### config.mk
export PLATFORM = sky130hd
export DESIGN_NAME = tpo_pwm
export DESIGN_NICKNAME = d
export VERILOG_FILES = /design/src/design/tpo_pwm.v /design/src/design/tpo_timer.v
export VERILOG_INCLUDE_DIRS = /design/src /design/src/include
export SDC_FILE = /design/constraint.sdc
export NUM_CORES = 1
export LEC_CHECK = 0
export BUFFER_PORTS_ARGS = -buffer_cell sky130_fd_sc_hd__buf_2
export CORE_MARGIN = 5
export CORE_UTILIZATION = 45
export CTS_CLUSTER_SIZE = 40
export DETAILED_ROUTE_END_ITERATION = 10
export GPL_TIMING_DRIVEN = 0
export PLACE_DENSITY_LB_ADDON = 0.05
export SLEW_MARGIN = 5
export SYNTH_ARGS = -nofsm -noshare
export SYNTH_HDL_FRONTEND = slang
export SYNTH_SLANG_ARGS = --single-unit
### constraint.sdc
create_clock -name clk_i -period 2.1 [get_ports clk_i]
set_input_delay 0.42 -clock clk_i [delete_from_list [all_inputs] [get_ports clk_i]]
set_output_delay 0.42 -clock clk_i [all_outputs]
set_load 0.005 [all_outputs]
### src/include/tpo_defs.vh
`ifndef TPO_DEFS_VH
`define TPO_DEFS_VH
// register byte offsets
`define TPO_ADR_CTRL 8'h00
`define TPO_ADR_STAGE 8'h04
`define TPO_ADR_ACTIVE 8'h08
`define TPO_ADR_PERIOD 8'h0c
`define TPO_ADR_TCTRL 8'h10
`define TPO_ADR_TIMER 8'h14
`define TPO_ADR_PIN 8'h18
`define TPO_ADR_STATUS 8'h1c
// control register fields
`define TPO_CTRL_DLO_HI 5
`define TPO_CTRL_DLO_LO 4
`define TPO_MODE_HI 3
`define TPO_MODE_LO 0
`define TPO_MODE_OFF 4'h0
`define TPO_MODE_PWM 2'h3
// timer control fields
`define TPO_TC_PS_HI 1
`define TPO_TC_PS_LO 0
`define TPO_TC_ON 2
`define TPO_TC_POST_HI 6
`define TPO_TC_POST_LO 3
// pin register fields
`define TPO_PIN_DIR 0
`define TPO_PIN_DATA 1
// status register fields
`define TPO_ST_MATCH 0
`define TPO_ST_UPDATE 1
`define TPO_ST_LEVEL 2
// reset values
`define TPO_RST_PERIOD 8'hff
`define TPO_RST_PIN 2'h1
// oscillator periods per instruction cycle
`define TPO_QPHASES 4
`endif

### src/design/tpo_pwm.v
`timescale 1ns/10ps
`include "tpo_defs.vh"
module tpo_pwm (
  input wire clk_i,
  input wire rst_i,
  input wire sleep_i,
  input wire [7:0] wb_adr_i,
  input wire [31:0] wb_dat_i,
  input wire [3:0] wb_sel_i,
  input wire wb_we_i,
  input wire wb_cyc_i,
  input wire wb_stb_i,
  output reg [31:0] wb_dat_o,
  output reg wb_ack_o,
  output reg pwm_output_pin_o,
  output reg pwm_output_pin_oe_n_o,
  output reg period_match_o
);
  ////////////////////////////////////////////////////////////////
  reg [7:0] unit_control_register;
  reg [7:0] duty_staging_register;
  reg [7:0] duty_active_register;
  reg [1:0] duty_low_latch;
  reg [7:0] period_register;
  reg [7:0] timer_control_register;
  reg [1:0] pin_reg;
  reg period_match_flag;
  reg update_flag;
  reg pwm_latch;
  reg pwm_armed;
  wire [7:0] period_timer;
  wire [1:0] ext_bits;
  wire t_inc;
  wire t_match;
  wire t_update;
  wire pwm_mode;
  wire wr;
  wire rd;
  wire run;
  wire [9:0] duty_value;
  wire clr_timer;
  assign pwm_mode = unit_control_register[3:2] == `TPO_MODE_PWM;
  assign wr = wb_cyc_i && wb_stb_i && wb_we_i && !wb_ack_o && wb_sel_i[0];
  assign rd = wb_cyc_i && wb_stb_i && !wb_ack_o;
  assign run = timer_control_register[`TPO_TC_ON] && !sleep_i;
  assign clr_timer = wr && wb_adr_i == `TPO_ADR_TIMER;
  assign duty_value = {duty_active_register, duty_low_latch};

  ////////////////////////////////////////////////////////////////
  tpo_timer u_timer (
    .clk_i(clk_i),
    .rst_i(rst_i),
    .run_i(run),
    .ps_sel_i(timer_control_register[`TPO_TC_PS_HI:`TPO_TC_PS_LO]),
    .period_i(period_register),
    .post_i(timer_control_register[`TPO_TC_POST_HI:`TPO_TC_POST_LO]),
    .clr_i(clr_timer),
    .count_o(period_timer),
    .ext_o(ext_bits),
    .inc_o(t_inc),
    .match_o(t_match),
    .update_o(t_update)
  );

  ////////////////////////////////////////////////////////////////
  // register writes
  always @(posedge clk_i) begin
    if (rst_i) begin
      unit_control_register <= 8'h00;
      duty_staging_register <= 8'h00;
      period_register <= `TPO_RST_PERIOD;
      timer_control_register <= 8'h00;
      pin_reg <= `TPO_RST_PIN;
    end else if (wr) begin
      case (wb_adr_i)
        `TPO_ADR_CTRL: unit_control_register <= {2'b00, wb_dat_i[5:0]};
        `TPO_ADR_STAGE: duty_staging_register <= wb_dat_i[7:0];
        `TPO_ADR_PERIOD: period_register <= wb_dat_i[7:0];
        `TPO_ADR_TCTRL: timer_control_register <= {1'b0, wb_dat_i[6:0]};
        `TPO_ADR_PIN: pin_reg <= wb_dat_i[1:0];
        default: pin_reg <= pin_reg;
      endcase
    end
  end

  ////////////////////////////////////////////////////////////////
  // active duty, output latch and flags
  always @(posedge clk_i) begin
    if (rst_i) begin
      duty_active_register <= 8'h00;
      duty_low_latch <= 2'd0;
      pwm_latch <= 1'b0;
      pwm_armed <= 1'b0;
      period_match_flag <= 1'b0;
      update_flag <= 1'b0;
    end else begin
      if (t_match) begin
        period_match_flag <= 1'b1;
      end else if (wr && wb_adr_i == `TPO_ADR_STATUS && wb_dat_i[`TPO_ST_MATCH]) begin
        period_match_flag <= 1'b0;
      end
      if (t_update) begin
        update_flag <= 1'b1;
      end else if (wr && wb_adr_i == `TPO_ADR_STATUS && wb_dat_i[`TPO_ST_UPDATE]) begin
        update_flag <= 1'b0;
      end
      if (wr && wb_adr_i == `TPO_ADR_CTRL &&
          (wb_dat_i[7:0] == 8'h00 || wb_dat_i[3:2] != unit_control_register[3:2])) begin
        pwm_latch <= 1'b0;
        pwm_armed <= 1'b0;
      end else if (!pwm_mode) begin
        pwm_latch <= 1'b0;
        pwm_armed <= 1'b0;
        if (wr && wb_adr_i == `TPO_ADR_ACTIVE) begin
          duty_active_register <= wb_dat_i[7:0];
        end
      end else if (t_match) begin
        duty_active_register <= duty_staging_register;
        duty_low_latch <= unit_control_register[5:4];
        pwm_armed <= 1'b1;
        pwm_latch <= {duty_staging_register, unit_control_register[5:4]} != 10'h000;
      end else if (pwm_armed && pwm_latch &&
                   duty_value == {period_timer, ext_bits}) begin
        pwm_latch <= 1'b0;
      end
    end
  end

  ////////////////////////////////////////////////////////////////
  // pin and bus outputs
  always @(posedge clk_i) begin
    if (rst_i) begin
      pwm_output_pin_o <= 1'b0;
      pwm_output_pin_oe_n_o <= 1'b1;
      period_match_o <= 1'b0;
      wb_ack_o <= 1'b0;
      wb_dat_o <= 32'h00000000;
    end else begin
      pwm_output_pin_oe_n_o <= pin_reg[`TPO_PIN_DIR];
      pwm_output_pin_o <= pwm_mode ? pwm_latch : pin_reg[`TPO_PIN_DATA];
      period_match_o <= period_match_flag;
      wb_ack_o <= rd;
      wb_dat_o <= 32'h00000000;
      if (rd) begin
        case (wb_adr_i)
          `TPO_ADR_CTRL: wb_dat_o[7:0] <= unit_control_register;
          `TPO_ADR_STAGE: wb_dat_o[7:0] <= duty_staging_register;
          `TPO_ADR_ACTIVE: wb_dat_o[7:0] <= duty_active_register;
          `TPO_ADR_PERIOD: wb_dat_o[7:0] <= period_register;
          `TPO_ADR_TCTRL: wb_dat_o[7:0] <= timer_control_register;
          `TPO_ADR_TIMER: wb_dat_o[7:0] <= period_timer;
          `TPO_ADR_PIN: wb_dat_o[1:0] <= pin_reg;
          `TPO_ADR_STATUS: wb_dat_o[2:0] <= {pwm_latch, update_flag, period_match_flag};
          default: wb_dat_o <= 32'h00000000;
        endcase
      end
    end
  end
endmodule

### src/design/tpo_timer.v
`timescale 1ns/10ps
`include "tpo_defs.vh"
module tpo_timer (
  input wire clk_i,
  input wire rst_i,
  input wire run_i,
  input wire [1:0] ps_sel_i,
  input wire [7:0] period_i,
  input wire [3:0] post_i,
  input wire clr_i,
  output reg [7:0] count_o,
  output reg [1:0] ext_o,
  output reg inc_o,
  output reg match_o,
  output reg update_o
);
  reg [1:0] qph;
  reg [3:0] pre;
  reg [3:0] post_cnt;
  wire q_end;
  wire pre_end;
  wire [3:0] pre_nxt;
  assign q_end = (qph == 2'd3);
  assign pre_nxt = pre + 4'h1;
  // prescale 1, 4 or 16 instruction cycles of four clocks each
  assign pre_end = q_end && (ps_sel_i == 2'b00 ? 1'b1 :
                   ps_sel_i == 2'b01 ? (pre[1:0] == 2'd3) : (pre == 4'hf));
  always @(posedge clk_i) begin
    if (rst_i || clr_i) begin
      qph <= 2'd0;
      pre <= 4'h0;
      count_o <= 8'h00;
      ext_o <= 2'd0;
      inc_o <= 1'b0;
      match_o <= 1'b0;
      update_o <= 1'b0;
      post_cnt <= 4'h0;
    end else begin
      inc_o <= 1'b0;
      match_o <= 1'b0;
      update_o <= 1'b0;
      if (run_i) begin
        qph <= qph + 2'd1;
        if (q_end) begin
          pre <= pre_end ? 4'h0 : pre + 4'h1;
        end
        if (pre_end) begin
          inc_o <= 1'b1;
          if (count_o == period_i) begin
            count_o <= 8'h00;
            match_o <= 1'b1;
            post_cnt <= (post_cnt == post_i) ? 4'h0 : post_cnt + 4'h1;
            update_o <= (post_cnt == post_i);
          end else begin
            count_o <= count_o + 8'h01;
          end
        end
        // extension bits: quarter phase or prescaler top bits
        case (ps_sel_i)
          2'b00: ext_o <= qph + 2'd1;
          2'b01: ext_o <= q_end ? pre[1:0] + 2'd1 : pre[1:0];
          default: ext_o <= q_end ? pre_nxt[3:2] : pre[3:2];
        endcase
      end
    end
  end
endmodule

# --- After elaboration in Yosys (flattened, before gate mapping) ---
# Index checks and enable logic that the tools add are counted.
word_totals:
  register_bits: 103
  inputBits: 50
  output_inout_bits: 36
  wordCells: 116
op_classes:
  n_addsub: 5
  n_eq_ne: 17
  n_mux: 22
  bitwise_logic: 6
  n_reduce_logical: 42
ops:
  columns: ["op", "n"]
  rows:
  - ["equality test 8 x 5 -> 1 bit (second input constant)", 4]
  - ["2-to-1 mux 8 bit", 4]
  - ["case mux 5 bit (6 select lines)", 1]
  - ["equality test 8 x 4 -> 1 bit (second input constant)", 2]
  - ["logical AND 1 bit", 16]
  - ["logical NOT 8 bit", 2]
  - ["case mux 2 bit (8 select lines)", 1]
  - ["AND reduction 2 bit", 7]
  - ["equality test 10 bit", 1]
  - ["2-to-1 mux 1 bit", 10]
  - ["nonzero test 10 bit", 1]
  - ["AND reduction 3 bit", 3]
  - ["adder 4 x 1 -> 4 bit (second input constant)", 2]
  - ["adder 8 x 1 -> 8 bit (second input constant)", 1]
  - ["equality test 8 x 3 -> 1 bit (second input constant)", 1]
  - ["equality test 8 bit", 1]
  - ["2-to-1 mux 4 bit", 2]
  - ["nonzero test 2 bit", 4]
  - ["case mux 1 bit (7 select lines)", 1]
  - ["equality test 2 bit (second input constant)", 3]
  - ["inverter 1 bit", 6]
  - ["OR reduction 3 bit", 2]
  - ["adder 2 x 1 -> 2 bit (second input constant)", 2]
  - ["equality test 4 bit", 1]
  - ["other kinds (11)", 14]

# --- Logic depth before layout (Yosys ltp) ---
logic_depth:
  depth_word: 8
  depth_mapped: 7
  ltp_nobuf: 5

# --- Cells and area by module ---
# From an unflattened synthesis, not the netlist that was laid out.
hier_totals:
  cells_unflattened: 468
  area_unflattened_um2: 4249.1
by_module_without_submodules:
  columns: ["module", "instances", "cells_each", "area_each_um2", "seq_area_each_um2"]
  rows:
  - ["tpo_pwm", 1, 322, 2977.9, 1141.1]
  - ["tpo_timer", 1, 146, 1271.2, 460.4]

# --- Worst setup path before layout ---
# Ideal clock, no wire load.
synth_timing:
  kind: "input to register"
  startpoint: "input port wb_adr_i[3]"
  endpoint: "register duty_active_register[6]"
  setup_ns: 0.100
  t_arrival_ns: 2.012
  required_time_ns: 2.000
  setup_slack_ns: -0.012
  stages: 6
  path_buffers: 2
  path_cell_list: "buf_6 or4_4 nor4_4 buf_6 a211oi_4 a2111oi_4"
synth_between:
  elab_chain_len: 5
  word_cells_on_any_way: 8
  cone_classes: "eq/ne: 1; bitwise: 1; reduce/logical: 6"
synth_rtl:
  columns: ["item", "line_no", "source"]
  rows:
  - ["start, declared", "tpo_pwm.v:7", "input wire [7:0] wb_adr_i,"]
  - ["branches (longest 4 deep; another with equality test 8 x 4 -> 1 bit)", null, null]
  - ["AND reduction 3 bit (no line) (*)", null, null]
  - ["end signal, assigned", "tpo_pwm.v:115", "duty_active_register <= wb_dat_i[7:0];"]
  - ["end signal, assigned", "tpo_pwm.v:118", "duty_active_register <= duty_staging_register;"]
  - ["end, declared", "tpo_pwm.v:22", "reg [7:0] duty_active_register;"]
# Mark *: on every way between the ends.
# A chain may end at the register's enable or synchronous reset.

# --- Worst setup path in the final report ---
layout_timing:
  startpoint: "input port wb_adr_i[5]"
  endpoint: "register duty_active_register[6]"
# Same word-level chain as after synthesis.

==> flow_summary.json <==
{
  "vias": 3812,
  "antenna_cells": 0,
  "path_clk_slew_ps": 90,
  "finClkSkew_ps": 15.9,
  "place_area_um2": 4830,
  "cts_hold_buf": 0,
  "post-dp-hpwl_um": 9240,
  "coreArea_um2": 9680,
  "endpoint_kind": "flop",
  "peakVddDrop_mv": 0.368,
  "cpPeakStageDelay_ps": 520,
  "root_buffer": "clkbuf_8",
  "fillers": 904,
  "portBuffers": 28,
  "tightest_slew_ps": 667,
  "syn_avg_cell_area_um2": 9.33,
  "grt_pass1_vias": 3446,
  "layout-drive-gt1-share_pct": 21.7,
  "finalNonFillerCells": 681,
  "gr-usage-all-layers_pct": 21.5,
  "routabilityCongestion": 0.907,
  "yosys_warnings": 0,
  "die_w_um": 109,
  "ys.flop_type": "dfxtp_1",
  "fin_crit_sh_pct": 94.0,
  "rsz0062_at_grt": "false",
  "ant_nets": 0,
  "crit_buf_inv": 3,
  "die_h_um": 109,
  "wirelength_um": 12400,
  "start_util_pct": 45.8,
  "run_status": "finished, final reports clean",
  "finalHoldViolations": 0,
  "crit_path_max_fanout": 8,
  "grt_max_degree": 15,
  "multi_input_area_um2": 2620,
  "pin_count": 86,
  "slowest_stage": "or4_4",
  "design_area_um2": 5200,
  "rows": 36,
  "via_per_inst": 5.60,
  "drv_cap": 0,
  "fp.dieArea_um2": 11900,
  "clock-sinks": 79,
  "area_growth_pct": 17.3,
  "cp.arrival_ps": 2200,
  "firstDrtPassIters": 5,
  "path_class": "primary input to flop",
  "cts_tree": "done",
  "grt-ovfl-total": 0,
  "syn_inst": 475,
  "slew_headroom_pct": 55.4,
  "crit_chain": "buf_2, or4_4, buf_6, or3_1, clkbuf_1, nor3_1, a2111oi_4",
  "setup_viol": 0,
  "htreeDepth": 3,
  "crit_required_ps": 2320,
  "drt_iter0_drc": 347,
  "hold_class": "primary input to flop",
  "powerDensity_nw_per_um2": 585,
  "synth_enable_flop_cells": 0,
  "layout.area.seq_um2": 1580,
  "wl_per_cell_um": 18.2,
  "crit_family": "simple AND/OR/NAND/NOR gates",
  "drc_errors": 0,
  "placed_cells": 659,
  "nNetsFinal": 597,
  "cp-start-kind": "primary input",
  "synth-seq-area-share_pct": 35.7,
  "period_minus_slack_ps": 1970,
  "p_total_mw": 3.04,
  "drv_slew": 0,
  "async_reset_ff_share_pct": 0,
  "clkLatencyLatePin_ps": 350,
  "antenna_found_initial": 0,
  "netlist_area_um2": 4430,
  "numCtsBuffers": 9,
  "cts_max_path_buffers": 2,
  "grt_pass1_wl_um": 19400,
  "ys_seq_elements": 79,
  "p_leak_nw": 1.83,
  "max_clock_freq_mhz": 506,
  "synth.distinct_cells": 69,
  "final_util_pct": 53.7
}
[Yosys cell counts, types with 5 or more instances]
| cell | number | area, um2 |
|---|---|---|
| nand3_1 | 10 | 50.1 |
| buf_4 | 25 | 188 |
| nor4_1 | 6 | 37.5 |
| dfxtp_1 | 79 | 1580 |
| clkbuf_1 | 19 | 71.3 |
| o31ai_1 | 5 | 37.5 |
| a2111oi_1 | 6 | 60.1 |
| xnor2_1 | 27 | 236 |
| mux2i_1 | 42 | 420 |
| mux4_2 | 7 | 158 |
| nand2_1 | 33 | 124 |
| mux2_2 | 5 | 56.3 |
| buf_1 | 5 | 18.8 |
| o21ai_0 | 6 | 30.0 |
| inv_1 | 8 | 30.0 |
| nand4_1 | 10 | 62.6 |
| nor3_1 | 15 | 75.1 |
| nor2_1 | 35 | 131 |
| a211oi_1 | 11 | 82.6 |
| a21oi_1 | 31 | 155 |
[cell type report]
cell class                      instances  share of cell area, %
Clock inverter                          6                   1.78
Sequential cell                        79                   30.5
Clock buffer                           10                   2.65
Timing Repair Buffer                   35                   4.43
Multi-Input combinational cell        354                   50.5
Inverter                               10                  0.722
Buffer                                 54                   6.28
Tap cell                              133                   3.20
[timing repair]
action,in CTS,in global routing
pin swaps,5,4
setup endpoints to repair,48,41
resized for setup,7,5
setup buffers,2,5
[kinds of logic after synthesis]
logic type | count (synthesis) | synth area share [%]
buffers and inverters | 65 | 8.07
xor gates and xnor gates | 29 | 5.73
AOI/OAI and AO/OA | 89 | 15.1
muxes | 54 | 14.3
and+or+nand+nor | 154 | 19.9
DFF | 79 | 35.7
other | 1 | 0.0846
adders and majority gates | 4 | 1.13
[through the flow]
| step | setup WS (ps) | hold slack [ps] | TNS [ps] |
|---|---|---|---|
| floorplan | 30.3 | 418 | 0 |
| global placement | -643 | 431 | -20540 |
| detailed placement | -641 | 436 | -21070 |
| CTS | 19.0 | 379 | 0 |
| global route | 15.4 | 383 | 0 |
| finish | 125 | 395 | 0 |
[routing by layer]
layer | global-route usage, % | vias up | part of all wire [%]
met5 | 0 | - | 0
met3 | 3.26 | 22 | 5.9
met2 | 33.3 | 154 | 45
li1 | - | 1841 | -
met4 | 5.70 | 0 | 1.5
met1 | 31.2 | 1795 | 47
[worst paths after layout]
path | from | end | slack [ps] | depth (start not counted)
max | wb_adr_i[5] | duty_active_register[6]$_SDFFE_PP0P_ | 130 | 7
min | wb_dat_i[7] | period_register[7]$_SDFFE_PP1P_ | 400 | 3
max reg2reg | u_timer.qph[0]$_SDFFE_PP0P_ | u_timer.count_o[7]$_SDFFE_PP0P_ | 130 | 6
min reg2reg | u_timer.update_o$_SDFF_PP0_ | update_flag$_SDFFE_PP0P_ | 460 | 1
[tightest hold or removal path, cell delays in order]
cell     delay [ps]
buf_2           150
mux2i_1          90
nand2_1          60
[where the power goes]
group / switching [mW] / total (mW) / internal (mW)
Combinational: 0.142 / 0.233 / 0.0911
Sequential: 0.000515 / 1.50 / 1.50
Clock: 0.596 / 1.31 / 0.711
Total: 0.739 / 3.04 / 2.30
[cell usage in the layout, fill, tap and decap left out, types with 5 or more instances in the layout]
cell type	instances
xnor2_1	27
nor3_1	15
mux2i_1	42
buf_2	32
clkbuf_1	16
conb_1	24
inv_1	8
dfxtp_1	78
nor4_1	6
nor2_1	35
a211oi_1	11
o31ai_1	5
nand3_1	10
nand4_1	10
a2111oi_1	6
mux2_2	5
buf_4	29
a21oi_1	30
mux4_2	7
clkbuf_8	10
o21ai_0	6
nand2_1	33
Power figures use the tool's default switching activity.
